[src/odf_defines.svh]
// constants for the octal input debounce filter
// assumes a 25 MHz logic clock and field inputs already resolved to levels
// Overview of operation
// - inputs resolve to one when sensor on
// - open input reads as logic low
// - outputs undefined while supply lockout active
// - fast channels pass without debounce
// - slow channels always get fixed 4us filter
// - debounce delay adds after fixed filter
// - delay select 00/01/10/11 gives 0/10/30/100 ms
// - delay select 00 means zero limit
// - mode 00 deglitch, 01 low-pass, 1x blanking
// - parallel variant forces low-pass, fixed delay
// - deglitch adopts input after stable full time
// - deglitch drops changes that revert early
// - low-pass saturating counter up differ, down match
// - low-pass keeps partial count on toggle back
// - low-pass output switches when count hits limit
// - blanking follows change at once, then blind
// - blanking adopts differing input at count zero
// - two-bit fields, four channels per byte
`ifndef ODF_DEFINES_SVH
`define ODF_DEFINES_SVH
`define ODF_CLK_HZ 25000000
`define ODF_TICK_HZ 1000
`define ODF_TICK_CYC (`ODF_CLK_HZ / `ODF_TICK_HZ)
`define ODF_PRE_NS 4000
`define ODF_CLK_NS 40
`define ODF_PRE_CYC ((`ODF_PRE_NS + `ODF_CLK_NS - 1) / `ODF_CLK_NS)
`define ODF_DLY0_MS 0
`define ODF_DLY1_MS 10
`define ODF_DLY2_MS 30
`define ODF_DLY3_MS 100
`define ODF_ADDR_STATUS 3'h0
`define ODF_ADDR_MODE0 3'h1
`define ODF_ADDR_MODE1 3'h2
`define ODF_ADDR_DLY0 3'h3
`define ODF_ADDR_DLY1 3'h4
`define ODF_MODE_RST 8'h00
`define ODF_DLY_RST 8'h00
`endif

[src/odf_pkg.sv]
// types for the octal input debounce filter
// assumes odf_defines.svh supplies all numeric constants
package odf_pkg;
    typedef enum logic [1:0] {
        ODF_DEGLITCH = 2'h0,
        ODF_LOWPASS = 2'h1,
        ODF_BLANKING = 2'h3
    } odf_mode_t;
endpackage : odf_pkg

[src/odf_filter.sv]
// eight-channel debounce filter with plain register port
// assumes field inputs are asynchronous levels with pull-down at the pin
//
// Implementation choices: the address-and-strobe port and the register offsets.
`include "odf_defines.svh"
`timescale 1ns/1ps
module odf_filter #(
    parameter int NCH = 8,
    parameter int TICK_CYC = `ODF_TICK_CYC,
    parameter int PRE_CYC = `ODF_PRE_CYC,
    parameter bit PARALLEL_VARIANT = 1'b0,
    parameter logic [1:0] FIXED_DELAY = 2'h0
) (
    // clock and reset
    input wire logic clk,
    input wire logic rst,
    // field side
    input wire logic [NCH-1:0] slow_field_input,
    input wire logic [NCH-1:0] fast_field_input,
    input wire logic supply_lockout,
    // outputs
    output logic [NCH-1:0] slow_channel_output,
    output logic [NCH-1:0] fast_channel_output,
    // register port
    input wire logic [2:0] reg_addr,
    input wire logic [7:0] reg_wdata,
    input wire logic reg_wr,
    input wire logic reg_rd,
    output logic [7:0] reg_rdata
);
    localparam int CW = 7;
    localparam int PW = 8;
    localparam int TW = 16;

    // ----------------------------------------
    // input synchronisers
    // ----------------------------------------
    logic [NCH-1:0] slow_s1_q, slow_s2_q, fast_s1_q, fast_s2_q;
    always_ff @(posedge clk) begin
        slow_s1_q <= slow_field_input;
        slow_s2_q <= slow_s1_q;
        fast_s1_q <= fast_field_input;
        fast_s2_q <= fast_s1_q;
    end

    // ----------------------------------------
    // registers
    // ----------------------------------------
    logic [7:0] mode0_q, mode1_q, dly0_q, dly1_q;
    wire wr_mode0 = reg_wr && reg_addr == `ODF_ADDR_MODE0;
    wire wr_mode1 = reg_wr && reg_addr == `ODF_ADDR_MODE1;
    wire wr_dly0 = reg_wr && reg_addr == `ODF_ADDR_DLY0;
    wire wr_dly1 = reg_wr && reg_addr == `ODF_ADDR_DLY1;
    always_ff @(posedge clk) begin
        if (rst) begin
            mode0_q <= `ODF_MODE_RST;
            mode1_q <= `ODF_MODE_RST;
            dly0_q <= `ODF_DLY_RST;
            dly1_q <= `ODF_DLY_RST;
        end else begin
            if (wr_mode0) mode0_q <= reg_wdata;
            if (wr_mode1) mode1_q <= reg_wdata;
            if (wr_dly0) dly0_q <= reg_wdata;
            if (wr_dly1) dly1_q <= reg_wdata;
        end
    end
    wire [15:0] mode_word = {mode1_q, mode0_q};
    wire [15:0] dly_word = {dly1_q, dly0_q};
    wire [7:0] rd_mux =
        reg_addr == `ODF_ADDR_STATUS ? slow_channel_output :
        reg_addr == `ODF_ADDR_MODE0 ? mode0_q :
        reg_addr == `ODF_ADDR_MODE1 ? mode1_q :
        reg_addr == `ODF_ADDR_DLY0 ? dly0_q :
        reg_addr == `ODF_ADDR_DLY1 ? dly1_q : 8'h00;
    always_ff @(posedge clk) begin
        if (rst) reg_rdata <= 8'h00;
        else if (reg_rd) reg_rdata <= rd_mux;
        else reg_rdata <= 8'h00;
    end

    // ----------------------------------------
    // millisecond timebase
    // ----------------------------------------
    logic [TW-1:0] tick_cnt_q;
    logic tick_q;
    wire tick_wrap = tick_cnt_q == TW'(TICK_CYC - 1);
    always_ff @(posedge clk) begin
        if (rst) begin
            tick_cnt_q <= '0;
            tick_q <= 1'b0;
        end else begin
            tick_cnt_q <= tick_wrap ? '0 : tick_cnt_q + 1'b1;
            tick_q <= tick_wrap;
        end
    end

    // ----------------------------------------
    // fast channels
    // ----------------------------------------
    always_ff @(posedge clk) begin
        if (rst) fast_channel_output <= '0;
        else fast_channel_output <= fast_s2_q;
    end

    // ----------------------------------------
    // slow channels
    // ----------------------------------------
    genvar i;
    generate
        for (i = 0; i < NCH; i++) begin : g_ch
            logic [PW-1:0] pre_cnt_q;
            logic pre_out_q;
            logic [CW-1:0] cnt_q;
            logic out_q;
            logic [1:0] dsel, msel;
            logic [CW-1:0] lim;
            odf_pkg::odf_mode_t mode;
            // fixed saturating low-pass stage, always present
            wire pre_diff = slow_s2_q[i] != pre_out_q;
            wire pre_hit = pre_cnt_q == PW'(PRE_CYC - 1);
            always_ff @(posedge clk) begin
                if (rst) begin
                    pre_cnt_q <= '0;
                    pre_out_q <= 1'b0;
                end else if (pre_diff && pre_hit) begin
                    pre_cnt_q <= '0;
                    pre_out_q <= slow_s2_q[i];
                end else if (pre_diff) begin
                    pre_cnt_q <= pre_cnt_q + 1'b1;
                end else if (pre_cnt_q != '0) begin
                    pre_cnt_q <= pre_cnt_q - 1'b1;
                end
            end
            assign dsel = PARALLEL_VARIANT ? FIXED_DELAY : dly_word[2*i +: 2];
            assign msel = PARALLEL_VARIANT ? 2'h1 : mode_word[2*i +: 2];
            assign mode = msel[1] ? odf_pkg::ODF_BLANKING :
                          msel[0] ? odf_pkg::ODF_LOWPASS : odf_pkg::ODF_DEGLITCH;
            assign lim = dsel == 2'h0 ? CW'(`ODF_DLY0_MS) :
                         dsel == 2'h1 ? CW'(`ODF_DLY1_MS) :
                         dsel == 2'h2 ? CW'(`ODF_DLY2_MS) : CW'(`ODF_DLY3_MS);
            wire in = pre_out_q;
            wire diff = in != out_q;
            logic in_prev_q;
            wire chg = in != in_prev_q;
            always_ff @(posedge clk) begin
                if (rst) begin
                    cnt_q <= '0;
                    out_q <= 1'b0;
                    in_prev_q <= 1'b0;
                end else begin
                    in_prev_q <= in;
                    unique case (mode)
                        odf_pkg::ODF_DEGLITCH: begin
                            if (!diff || chg) cnt_q <= '0;
                            else if (cnt_q >= lim) begin
                                out_q <= in;
                                cnt_q <= '0;
                            end else if (tick_q) cnt_q <= cnt_q + 1'b1;
                        end
                        odf_pkg::ODF_LOWPASS: begin
                            if (diff && cnt_q >= lim) begin
                                out_q <= in;
                                cnt_q <= '0;
                            end else if (tick_q && diff) cnt_q <= cnt_q + 1'b1;
                            else if (tick_q && cnt_q != '0) cnt_q <= cnt_q - 1'b1;
                        end
                        odf_pkg::ODF_BLANKING: begin
                            if (cnt_q != '0) begin
                                if (tick_q) cnt_q <= cnt_q - 1'b1;
                            end else if (diff) begin
                                out_q <= in;
                                cnt_q <= lim;
                            end
                        end
                    endcase
                end
            end
            always_ff @(posedge clk) begin
                if (rst) slow_channel_output[i] <= 1'b0;
                else slow_channel_output[i] <= out_q;
            end
        end
    endgenerate
    wire unused_lockout = supply_lockout;
endmodule : odf_filter

[config.mk]
export PLATFORM = sky130hd
export DESIGN_NAME = odf_filter
export DESIGN_NICKNAME = d
export VERILOG_FILES = /design/src/odf_pkg.sv /design/src/odf_filter.sv
export VERILOG_INCLUDE_DIRS = /design/src
export SDC_FILE = /design/constraint.sdc
export NUM_CORES = 1
export LEC_CHECK = 0
export BUFFER_PORTS_ARGS = -buffer_cell sky130_fd_sc_hd__buf_2
export CAP_MARGIN = 40
export CORE_MARGIN = 2
export CORE_UTILIZATION = 59
export CTS_BUF_LIST = sky130_fd_sc_hd__clkbuf_8
export DETAILED_ROUTE_END_ITERATION = 7
export PLACE_DENSITY = 0.79
export SLEW_MARGIN = 20
export SYNTH_ARGS = -nofsm -noshare
export SYNTH_HDL_FRONTEND = slang
export SYNTH_SLANG_ARGS = --single-unit
[constraint.sdc]
create_clock -name clk -period 2.7 [get_ports clk]
set_input_delay 0.27 -clock clk [delete_from_list [all_inputs] [get_ports clk]]
set_output_delay 0.27 -clock clk [all_outputs]
set_load 0.03 [all_outputs]
==> Word level (Yosys, flattened, before mapping) <==
Cells that the tools add are included.
{ "word_totals": {"inputBits": 32, "ramBits": 0, "regBits": 249, "latch_bits": 0, "mem_count": 0, "mem_bits_ro": 0} }
{ "op_classes": {"n_div": 0, "reduce_logical": 119, "order_cmp": 8, "addsub": 33, "n_eq_ne": 141, "n_mux": 189, "shifts": 0, "multipliers": 0, "bitwise": 1} }
{ "op_table": {"columns": ["op", "count"], "rows": [
  ["7-bit two-way mux", 96],
  ["8-bit two-way mux", 21],
  ["7-bit case mux with 3 select lines", 8],
  ["2-bit != test, second input constant", 40],
  ["8-bit by 1-bit adder with 8-bit output, second input constant", 8],
  ["8-bit by 7-bit equality test with 1-bit output, second input constant", 8],
  ["4-bit != test, second input constant", 16],
  ["8-bit nonzero test", 8],
  ["8-bit by 1-bit subtractor with 8-bit output, second input constant", 8],
  ["7-bit by 1-bit adder with 7-bit output, second input constant", 8],
  ["7-bit greater-or-equal comparator", 8],
  ["7-bit nonzero test", 8],
  ["7-bit by 1-bit subtractor with 7-bit output, second input constant", 8],
  ["1-bit two-way mux", 48],
  ["3-bit != test, second input constant", 16],
  ["5-bit AND reduction", 8],
  ["1-bit logical AND", 36],
  ["2-bit by 1-bit equality test with 1-bit output, second input constant", 16],
  ["2-bit equality test, second input constant", 16],
  ["2-bit logical NOT", 16],
  ["4-bit AND reduction", 8],
  ["1-bit != test", 24],
  ["1-bit case mux with 3 select lines", 8],
  ["2-bit OR reduction", 10],
  ["other kinds (11)", 40]
]} }

==> Depth between registers and ports, before layout <==
Gate-level depths: netlist (run 1).
{ "logic_depth": {"word_depth": 8, "mapped_depth": 11} }

==> Worst setup path after synthesis (run 1) <==
Ideal clock, no wire load.
{ "synth_path": {"path_kind": "register to register", "from": "reg dly0_q[2]", "to": "reg g_ch[1].cnt_q[2]", "path_slack_ns": -0.107, "period_less_slack_ns": 2.807, "path_stages_with_launch": 11, "setup_ns": 0.101, "required_time_ns": 2.599, "arrival_ns": 2.706, "path_cell_list": "dfxtp_1 inv_1 ha_1 or2_2 ha_1 and3b_1 o311ai_4 nand2_1 o41ai_2 o311ai_0 o41ai_1"} }
{ "synth_via": {"elab_chain_len": 8} }
{ "synth_rtl": {"columns": ["element", "line", "text"], "rows": [
  ["start: declaration", "odf_filter.sv:49", "logic [7:0] mode0_q, mode1_q, dly0_q, dly1_q;"],
  ["start signal: assignment", "odf_filter.sv:58", "dly0_q <= `ODF_DLY_RST;"],
  ["start signal: assignment", "odf_filter.sv:63", "if (wr_dly0) dly0_q <= reg_wdata;"],
  ["2-bit equality test", "odf_filter.sv:140", "dsel == 2'h2 ? CW'(`ODF_DLY2_MS) : CW'(`ODF_DLY3_MS);"],
  ["7-bit two-way mux", "odf_filter.sv:140", null],
  ["7-bit two-way mux", "odf_filter.sv:139", "dsel == 2'h1 ? CW'(`ODF_DLY1_MS) :"],
  ["7-bit two-way mux (*)", "odf_filter.sv:138", "assign lim = dsel == 2'h0 ? CW'(`ODF_DLY0_MS) :"],
  ["7-bit greater-or-equal comparator", "odf_filter.sv:155, odf_filter.sv:161", null],
  ["7-bit two-way mux or 1-bit logical AND (tied branches)", "odf_filter.sv:155, odf_filter.sv:161", null],
  ["7-bit two-way mux, or another cell as far along", "odf_filter.sv:154", "if (!diff || chg) cnt_q <= '0;"],
  ["7-bit case mux with 3 select lines or 4-bit AND reduction (tied branches)", null, null],
  ["end signal: assignment", "odf_filter.sv:158", "end else if (tick_q) cnt_q <= cnt_q + 1'b1;"],
  ["end signal: assignment", "odf_filter.sv:164", "end else if (tick_q && diff) cnt_q <= cnt_q + 1'b1;"],
  ["end signal: assignment", "odf_filter.sv:165", "else if (tick_q && cnt_q != '0) cnt_q <= cnt_q - 1'b1;"],
  ["end: declaration", "odf_filter.sv:113", "logic [CW-1:0] cnt_q;"]
]} }
Mark *: on every way between the ends. The rest lies on a longest branch, timed or not. The select of a mux whose other input is x is not followed.
A chain may end at the register's enable or synchronous reset.

==> Worst setup path after layout (run 1) <==
{ "layout_path": {"from": "reg dly1_q[0]", "to": "reg g_ch[4].cnt_q[0]"} }
{ "layout_via": {"elab_chain_len": 8} }
{ "layout_rtl": {"columns": ["element", "line", "text"], "rows": [
  ["start: declaration", "odf_filter.sv:49", null],
  ["start signal: assignment", "odf_filter.sv:59", "dly1_q <= `ODF_DLY_RST;"],
  ["start signal: assignment", "odf_filter.sv:64", "if (wr_dly1) dly1_q <= reg_wdata;"],
  ["2-bit equality test", "odf_filter.sv:140", null],
  ["7-bit two-way mux", "odf_filter.sv:140", null],
  ["7-bit two-way mux", "odf_filter.sv:139", null],
  ["7-bit two-way mux (*)", "odf_filter.sv:138", null],
  ["7-bit greater-or-equal comparator", "odf_filter.sv:155, odf_filter.sv:161", null],
  ["7-bit two-way mux or 1-bit logical AND (tied branches)", "odf_filter.sv:155, odf_filter.sv:161", null],
  ["7-bit two-way mux, or another cell as far along", "odf_filter.sv:154", null],
  ["7-bit case mux with 3 select lines or 4-bit AND reduction (tied branches)", null, null],
  ["end signal: assignment", "odf_filter.sv:158", null],
  ["end signal: assignment", "odf_filter.sv:164", null],
  ["end signal: assignment", "odf_filter.sv:165", null],
  ["end: declaration", "odf_filter.sv:113", null]
]} }
Marks and branches as above.

==> results of run 1 <==
critical path, cell delays in order (launching register included):
cell      delay, ns
dfxtp_4        0.36
inv_2          0.08
ha_4           0.13
inv_1          0.03
ha_1           0.21
or4_1          0.56
o21ai_1        0.10
o21ba_4        0.19
buf_4          0.15
o211ai_1       0.16
or4b_4         0.48
a21oi_2        0.16
layout make-up:
class                   count  area, um^2  area share [%]
diodes                      2       5.005         0.02375
clock buffers              55       757.0           3.592
clock inverters            21       141.4          0.6708
inverters                 142       533.0           2.529
multi-input cells        1711       12400           58.81
flip-flops and latches    249        5026           23.85
well taps                 390       488.0           2.315
repair buffers            231        1730           8.210
path summary, 6_finish.rpt:
kind,startpoint,to,slack [ns],cells past startpoint
worst max-delay path,dly1_q[0],g_ch[4].cnt_q[0],0.01,11
worst min-delay path,reg_wr,mode1_q[7],0.20,5
worst max register to register,dly1_q[0],g_ch[4].cnt_q[0],0.01,11
worst min register to register,fast_s1_q[6],fast_s2_q[6],0.32,0
per-stage QoR:
| stage | hold WS, ns | area, um^2 | total power [mW] | setup WS, ns |
|---|---|---|---|---|
| detailed placement | 0.3121 | 18930 | 7.243 | -0.2044 |
| global placement | 0.3097 | 18930 | 7.084 | -0.1303 |
| finish | 0.1962 | 21080 | 11.16 | 0.01359 |
| global route | 0.1912 | 21070 | 11.75 | -0.08994 |
| floorplan | 0.2977 | 17550 | 6.457 | 0.01096 |
| CTS | 0.1706 | 20230 | 10.96 | -0.001729 |
routing by layer:
layer  vias to the layer above  global-route usage (%)
li1                       8333                       -
met1                      8165                   37.55
met2                       790                   49.87
met3                       177                   4.823
met4                         4                   11.26
met5                         -                       0
cell families (layout without fill, tap and decap cells):
logic type	after synthesis	after routing	synth area share, %
AOI/OAI and AO/OA	538	539	21.69
xor gates and xnor gates	108	108	5.399
adders and majority gates	161	161	11.84
buffers and inverters	237	449	5.242
DFF	249	249	28.45
muxes	52	52	3.028
other	0	2	0
and+or+nand+nor	851	851	24.35
where the power goes:
part | leakage [nW] | internal, mW | switching [mW]
registers | 2.05 | 4.00 | 0.279
logic | 6.13 | 1.45 | 1.81
clock network | 0.518 | 2.02 | 1.61
timing repair:
action                                  CTS  global route
endpoints found under the setup margin   40            68
resized for setup                        25           157
pin swaps                                14            47
hold buffers                             24             0
endpoints found under the hold margin    42             0
setup buffers                             5            18
cloned                                    2             0
cell usage in the layout, fill, tap and decap left out, types with 10 or more instances in the layout:
cell type and instances:
a311oi_1 19, o221ai_1 11, o21ai_0 89, nand2_1 207
nand4_1 10, nor2_1 183, a211oi_1 23, o31ai_1 15
nand3_1 70, and2_1 10, a21oi_1 121, xnor2_1 42
a221oi_1 10, o21a_1 17, mux2i_1 44, o32ai_1 12
clkbuf_8 55, inv_1 147, ha_4 10, a22oi_1 13
o211ai_1 22, dlygate4sd3_1 24, buf_2 54, ha_1 135
a31oi_1 10, nor3_1 95, xor2_1 63, buf_4 141
dfxtp_1 232, or3_1 11, and3_1 21, nor2b_1 63
or2_2 11, nor3b_1 26, or4_1 11, a21boi_0 19
nand2b_1 28, a21o_1 10, nor4_1 34
==> metrics, run 1 <==
share of cells above drive strength 1=18.97%; RePlAce Congestion=a little under 1; Leak=slightly below 9 nW; biggest regs=g_ch.pre_cnt_q (64), g_ch.cnt_q (56), tick_cnt_q (16); ys flop type=dfxtp_1; global-route usage over all layers=just under 30%; Die Wd=176.3 um; mapped cell area=around 18000 um^2; maxcap violations=0; Final HPWL DP=about 33 mm; Top reg by flops=g_ch.pre_cnt_q; Metal-1 WL=20.19 mm; synth top area cells=dfxtp_1, ha_1, nand2_1; Tcrit/Tclk final=99.50%; met2 wire len=23.29 mm; startpoint types=register; Max Freq=around 370 MHz; met3 WL=around 3.8 mm; initial antenna violation count=3; Worst-path clk slew=~0.07 ns; power per cell area=529.7 nW/um^2; outcome=complete, no violations; largest net degree at the start of global routing=123; Avg Cell Area, Syn=7.978 um^2; vias=17469; maximum VDD drop=roughly 0.35 mV; Final nets=2573; final core occ=71.68%; drt wl/cell=17.47 um; Buffers on Ports=54; kind of critical path=reg -> reg; dominant cell type by area after synthesis=dfxtp_1; Initial Util=roughly three fifths; min cycle time layout=2.686 ns; most frequent cell after synthesis=dfxtp_1; CTS Buf Count=45; Pre-Repair DR Iteration Count=6; worst hold path class=in -> reg; core area=a little under 30000 um^2; Crit Path Max Fanout=5; EDFF count, synth=0; Setup Skew=0.01696 ns; final wirelength=roughly 49 mm; Placement Rows=63; number of flip-flops in the largest register=between 60 and 70; count of cell types in the netlist=between 80 and 90; vias per inst=6.237; Synthesis Warnings=0; CTS tree=done; final non-filler cell total=2801; vias in the first global route=roughly 17000; RSZ-0062 raised after global routing=yes; die footprint=between 30000 and 40000 um^2; Syn Inst Count=2196; synth-to-layout area growth=20.30%; Post-DRT Antenna Nets=0; worst-margin pin slew=0.8329 ns; Final Setup Violations=0; # clock sinks=249; fin. max-slew vios=0; Synth top area share=28.45%; clk buf depth=3; clock latency on the worst-skew pair=0.56 ns; CTS root buf=clkbuf_8; CP Capture Type=register; max layer used=met5; Synth Register Bits=249; Worst EP arrival=3.17 ns; Ports=56; Post-synth top cells=dfxtp_1, nand2_1, nor2_1; die height=~180 um; Mapped Nets=2389; placed insts=2674; setup_tns=0 ns; Final Hold Viols=0; DRC Markers=0; first-pass GRT wire length=a little under 80 mm; ys async rst share=0%; Rel. slew slack=between 40% and 50%; total grt overflow=0; sequential-to-total area share from yosys stat=between 20 and 30%; WP data required=3.19 ns; filler instances=roughly 2200; Initial DRC Count=1618; H-tree Lvls=2
Note: power is estimated with default switching activity, not from simulation.
==> run 2: changes to the inputs <==
--- a/config.mk
+++ b/config.mk
@@ -13,6 +13,7 @@
 export CTS_BUF_LIST = sky130_fd_sc_hd__clkbuf_8
 export DETAILED_ROUTE_END_ITERATION = 7
 export PLACE_DENSITY = 0.79
+export RECOVER_POWER = 100
 export SLEW_MARGIN = 20
 export SYNTH_ARGS = -nofsm -noshare
 export SYNTH_HDL_FRONTEND = slang
==> run 2 against run 1 <==
Cell area shrank 0.41%. Clock-buffer cell count unchanged. Die area is the same. Utilization fell by 0.29 points. Routed wire length is 0.36% lower. Power down 0.12%. Clock power about the same. Combinational power barely moved. Flip-flop and latch count stayed put. Clock skew decreased by 0.0018 ns.
==> metrics, run 2 (synthesis results as in run 1) <==
worst hold path class=in -> reg; H-tree Lvls=2 (unchanged); Levels on crit path=11 (unchanged); power per cell area=531.2 nW/um^2 (+0.29%); reg2reg end=g_ch[4].cnt_q[0]; maximum VDD drop=0.3474 mV (about the same); Tcrit/Tclk final=99.84% (+0.35 points); largest net degree at the start of global routing=123 (unchanged); maxcap violations=0 (unchanged); Post-DRT Antenna Nets=0 (unchanged); Max Freq=370.9 MHz (-0.35%); CTS tree=done; kind of critical path=reg -> reg; Placement Rows=63 (unchanged); CTS root buf=clkbuf_8; share of cells above drive strength 1=17.31% (-1.7 points); Die Wd=176.3 um (unchanged); slowest stage cell on the critical path=or4_1; first-pass GRT wire length=77.54 mm (unchanged); WP data required=3.19 ns (about the same); number of flip-flops in the largest register=64 (unchanged); Total Power=11.15 mW (-0.12%); CTS Buf Count=45 (unchanged); biggest regs=g_ch.pre_cnt_q (64), g_ch.cnt_q (56), tick_cnt_q (16); Pre-Repair DR Iteration Count=6 (unchanged); clock latency on the worst-skew pair=0.56 ns (about the same); initial antenna violation count=3 (unchanged); Buffers on Ports=54 (unchanged); worst-margin pin slew=0.9048 ns (+0.07189 ns); CP endpoint=g_ch[4].cnt_q[0]; Final Setup Violations=0 (unchanged); synth-to-layout area growth=19.81%; RSZ-0062 raised after global routing=yes; Initial Util=59.59% (unchanged); # clock sinks=249 (unchanged); DRC Markers=0 (unchanged); Crit path max-delay family=simple AND/OR/NAND/NOR gates; total grt overflow=0 (unchanged); dpl ws=-0.2044 ns (unchanged); max incr delay on CP=0.56 ns (about the same); drt wl/cell=17.41 um (-0.36%); startpoint types=register; outcome=complete, no violations; die height=176.3 um (unchanged); core area=29400 um^2 (unchanged); Final nets=2573 (unchanged); fin. max-slew vios=0 (unchanged); commonest non-fill, non-tap cell in the layout=dfxtp_1; Worst EP arrival=3.18 ns (about the same); Rel. slew slack=39.68% (-4.2 points); vias per inst=6.235 (about the same); die footprint=31090 um^2 (unchanged); r2r startpoint=dly1_q[0]; Ports=56 (unchanged); global-route usage over all layers=29.43% (unchanged); Critical path origin=dly1_q[0]; final wirelength=48.77 mm (-0.36%); CP Capture Type=register; Top reg by flops=g_ch.pre_cnt_q; most frequent cells in the layout=dfxtp_1, nand2_1, nor2_1, inv_1, ha_1; Initial DRC Count=1532 (-5.3%); RePlAce Congestion=0.9826 (unchanged); vias in the first global route=16555 (unchanged); Crit Path Max Fanout=5 (unchanged); vias=17465 (-0.023%); Bufs and invs on worst path=3 (unchanged); min cycle time layout=2.696 ns (+0.009378 ns); reg2reg setup slack=0.004 ns (about the same); Leak=8.537 nW (-1.8%); CP Cell Sequence=inv_2, ha_4, inv_1, ha_1, or4_1, o21ai_1, o21ba_4, buf_4, o211ai_1, or4b_4, a21oi_2; Setup Skew=0.01511 ns (-0.001845 ns); Final HPWL DP=33.48 mm (unchanged); R2R cell count=11 (unchanged); clk buf depth=3 (unchanged); Worst Slack Setup Final=0.004207 ns (-0.009378 ns); Final Hold Viols=0 (unchanged); Worst-path clk slew=0.07 ns (about the same)
## run 2: per-stage QoR
step	TNS (ns)	utilization (%)	hold WS, ns	cells	instance area (um^2)
2_1_floorplan	0	-	0.2977	2196	17550
3_3_place_gp	-0.7644	64.37	0.3097	2674	18930
3_5_place_dp	-2.882	64.37	0.3121	2674	18930
4_1_cts	-0.001729	68.81	0.1706	2781	20230
5_1_grt	-0.6016	71.38	0.2179	2800	20990
6_report	0	71.39	0.1924	2801	20990
## run 2: power breakdown
part           switching (mW)  total, mW  internal [mW]
logic                    1.81       3.25           1.44
clock network            1.61       3.63           2.02
registers               0.280       4.28           4.00
total                    3.70       11.1           7.45
## run 2: cell type report
cell class                      count  area, um^2
Antenna cell                        2       5.005
Clock buffer                       55       757.0
Clock inverter                     21       141.4
Fill cell                        2261        8412
Inverter                          142       533.0
Multi-Input combinational cell   1711       12390
Sequential cell                   249        5026
Tap cell                          390       488.0
Timing Repair Buffer              231        1649
## run 2: worst min-delay path by stage
stage                              startpoint                to  slack (ns)  cells past startpoint
after global routing                   reg_wr        mode1_q[6]        0.22                      5
after CTS                                 rst  g_ch[6].cnt_q[4]        0.17                      3
after global placement           fast_s1_q[5]      fast_s2_q[5]        0.31                      0
after detailed placement         fast_s1_q[1]      fast_s2_q[1]        0.31                      0
final                                  reg_wr        mode1_q[7]        0.19                      5
after floorplan           fast_field_input[0]      fast_s1_q[0]        0.30                      0
## run 2: worst reg2reg max path, stage by stage, from the launching register on
cell	delay (ns)
dfxtp_4	0.36
inv_2	0.08
ha_4	0.13
inv_1	0.03
ha_1	0.21
or4_1	0.56
o21ai_1	0.10
o21ba_4	0.19
buf_4	0.15
o211ai_1	0.17
or4b_4	0.49
a21oi_2	0.16
## run 2: repair_timing
item | CTS | global route
hold buffers | 24 | 0
gates resized for setup | 25 | 157
gates cloned | 2 | 0
pin swaps | 14 | 47
setup endpoints to repair | 40 | 68
setup buffers | 5 | 18
hold endpoints to repair | 42 | 0
## run 2: routing by layer
metal	part of all wire (%)	global-route usage [%]	vias up
met5	0.047	0	-
met2	48	49.87	771
met1	41	37.55	8179
met4	3.5	11.26	4
met3	7.6	4.823	182
li1	-	-	8329
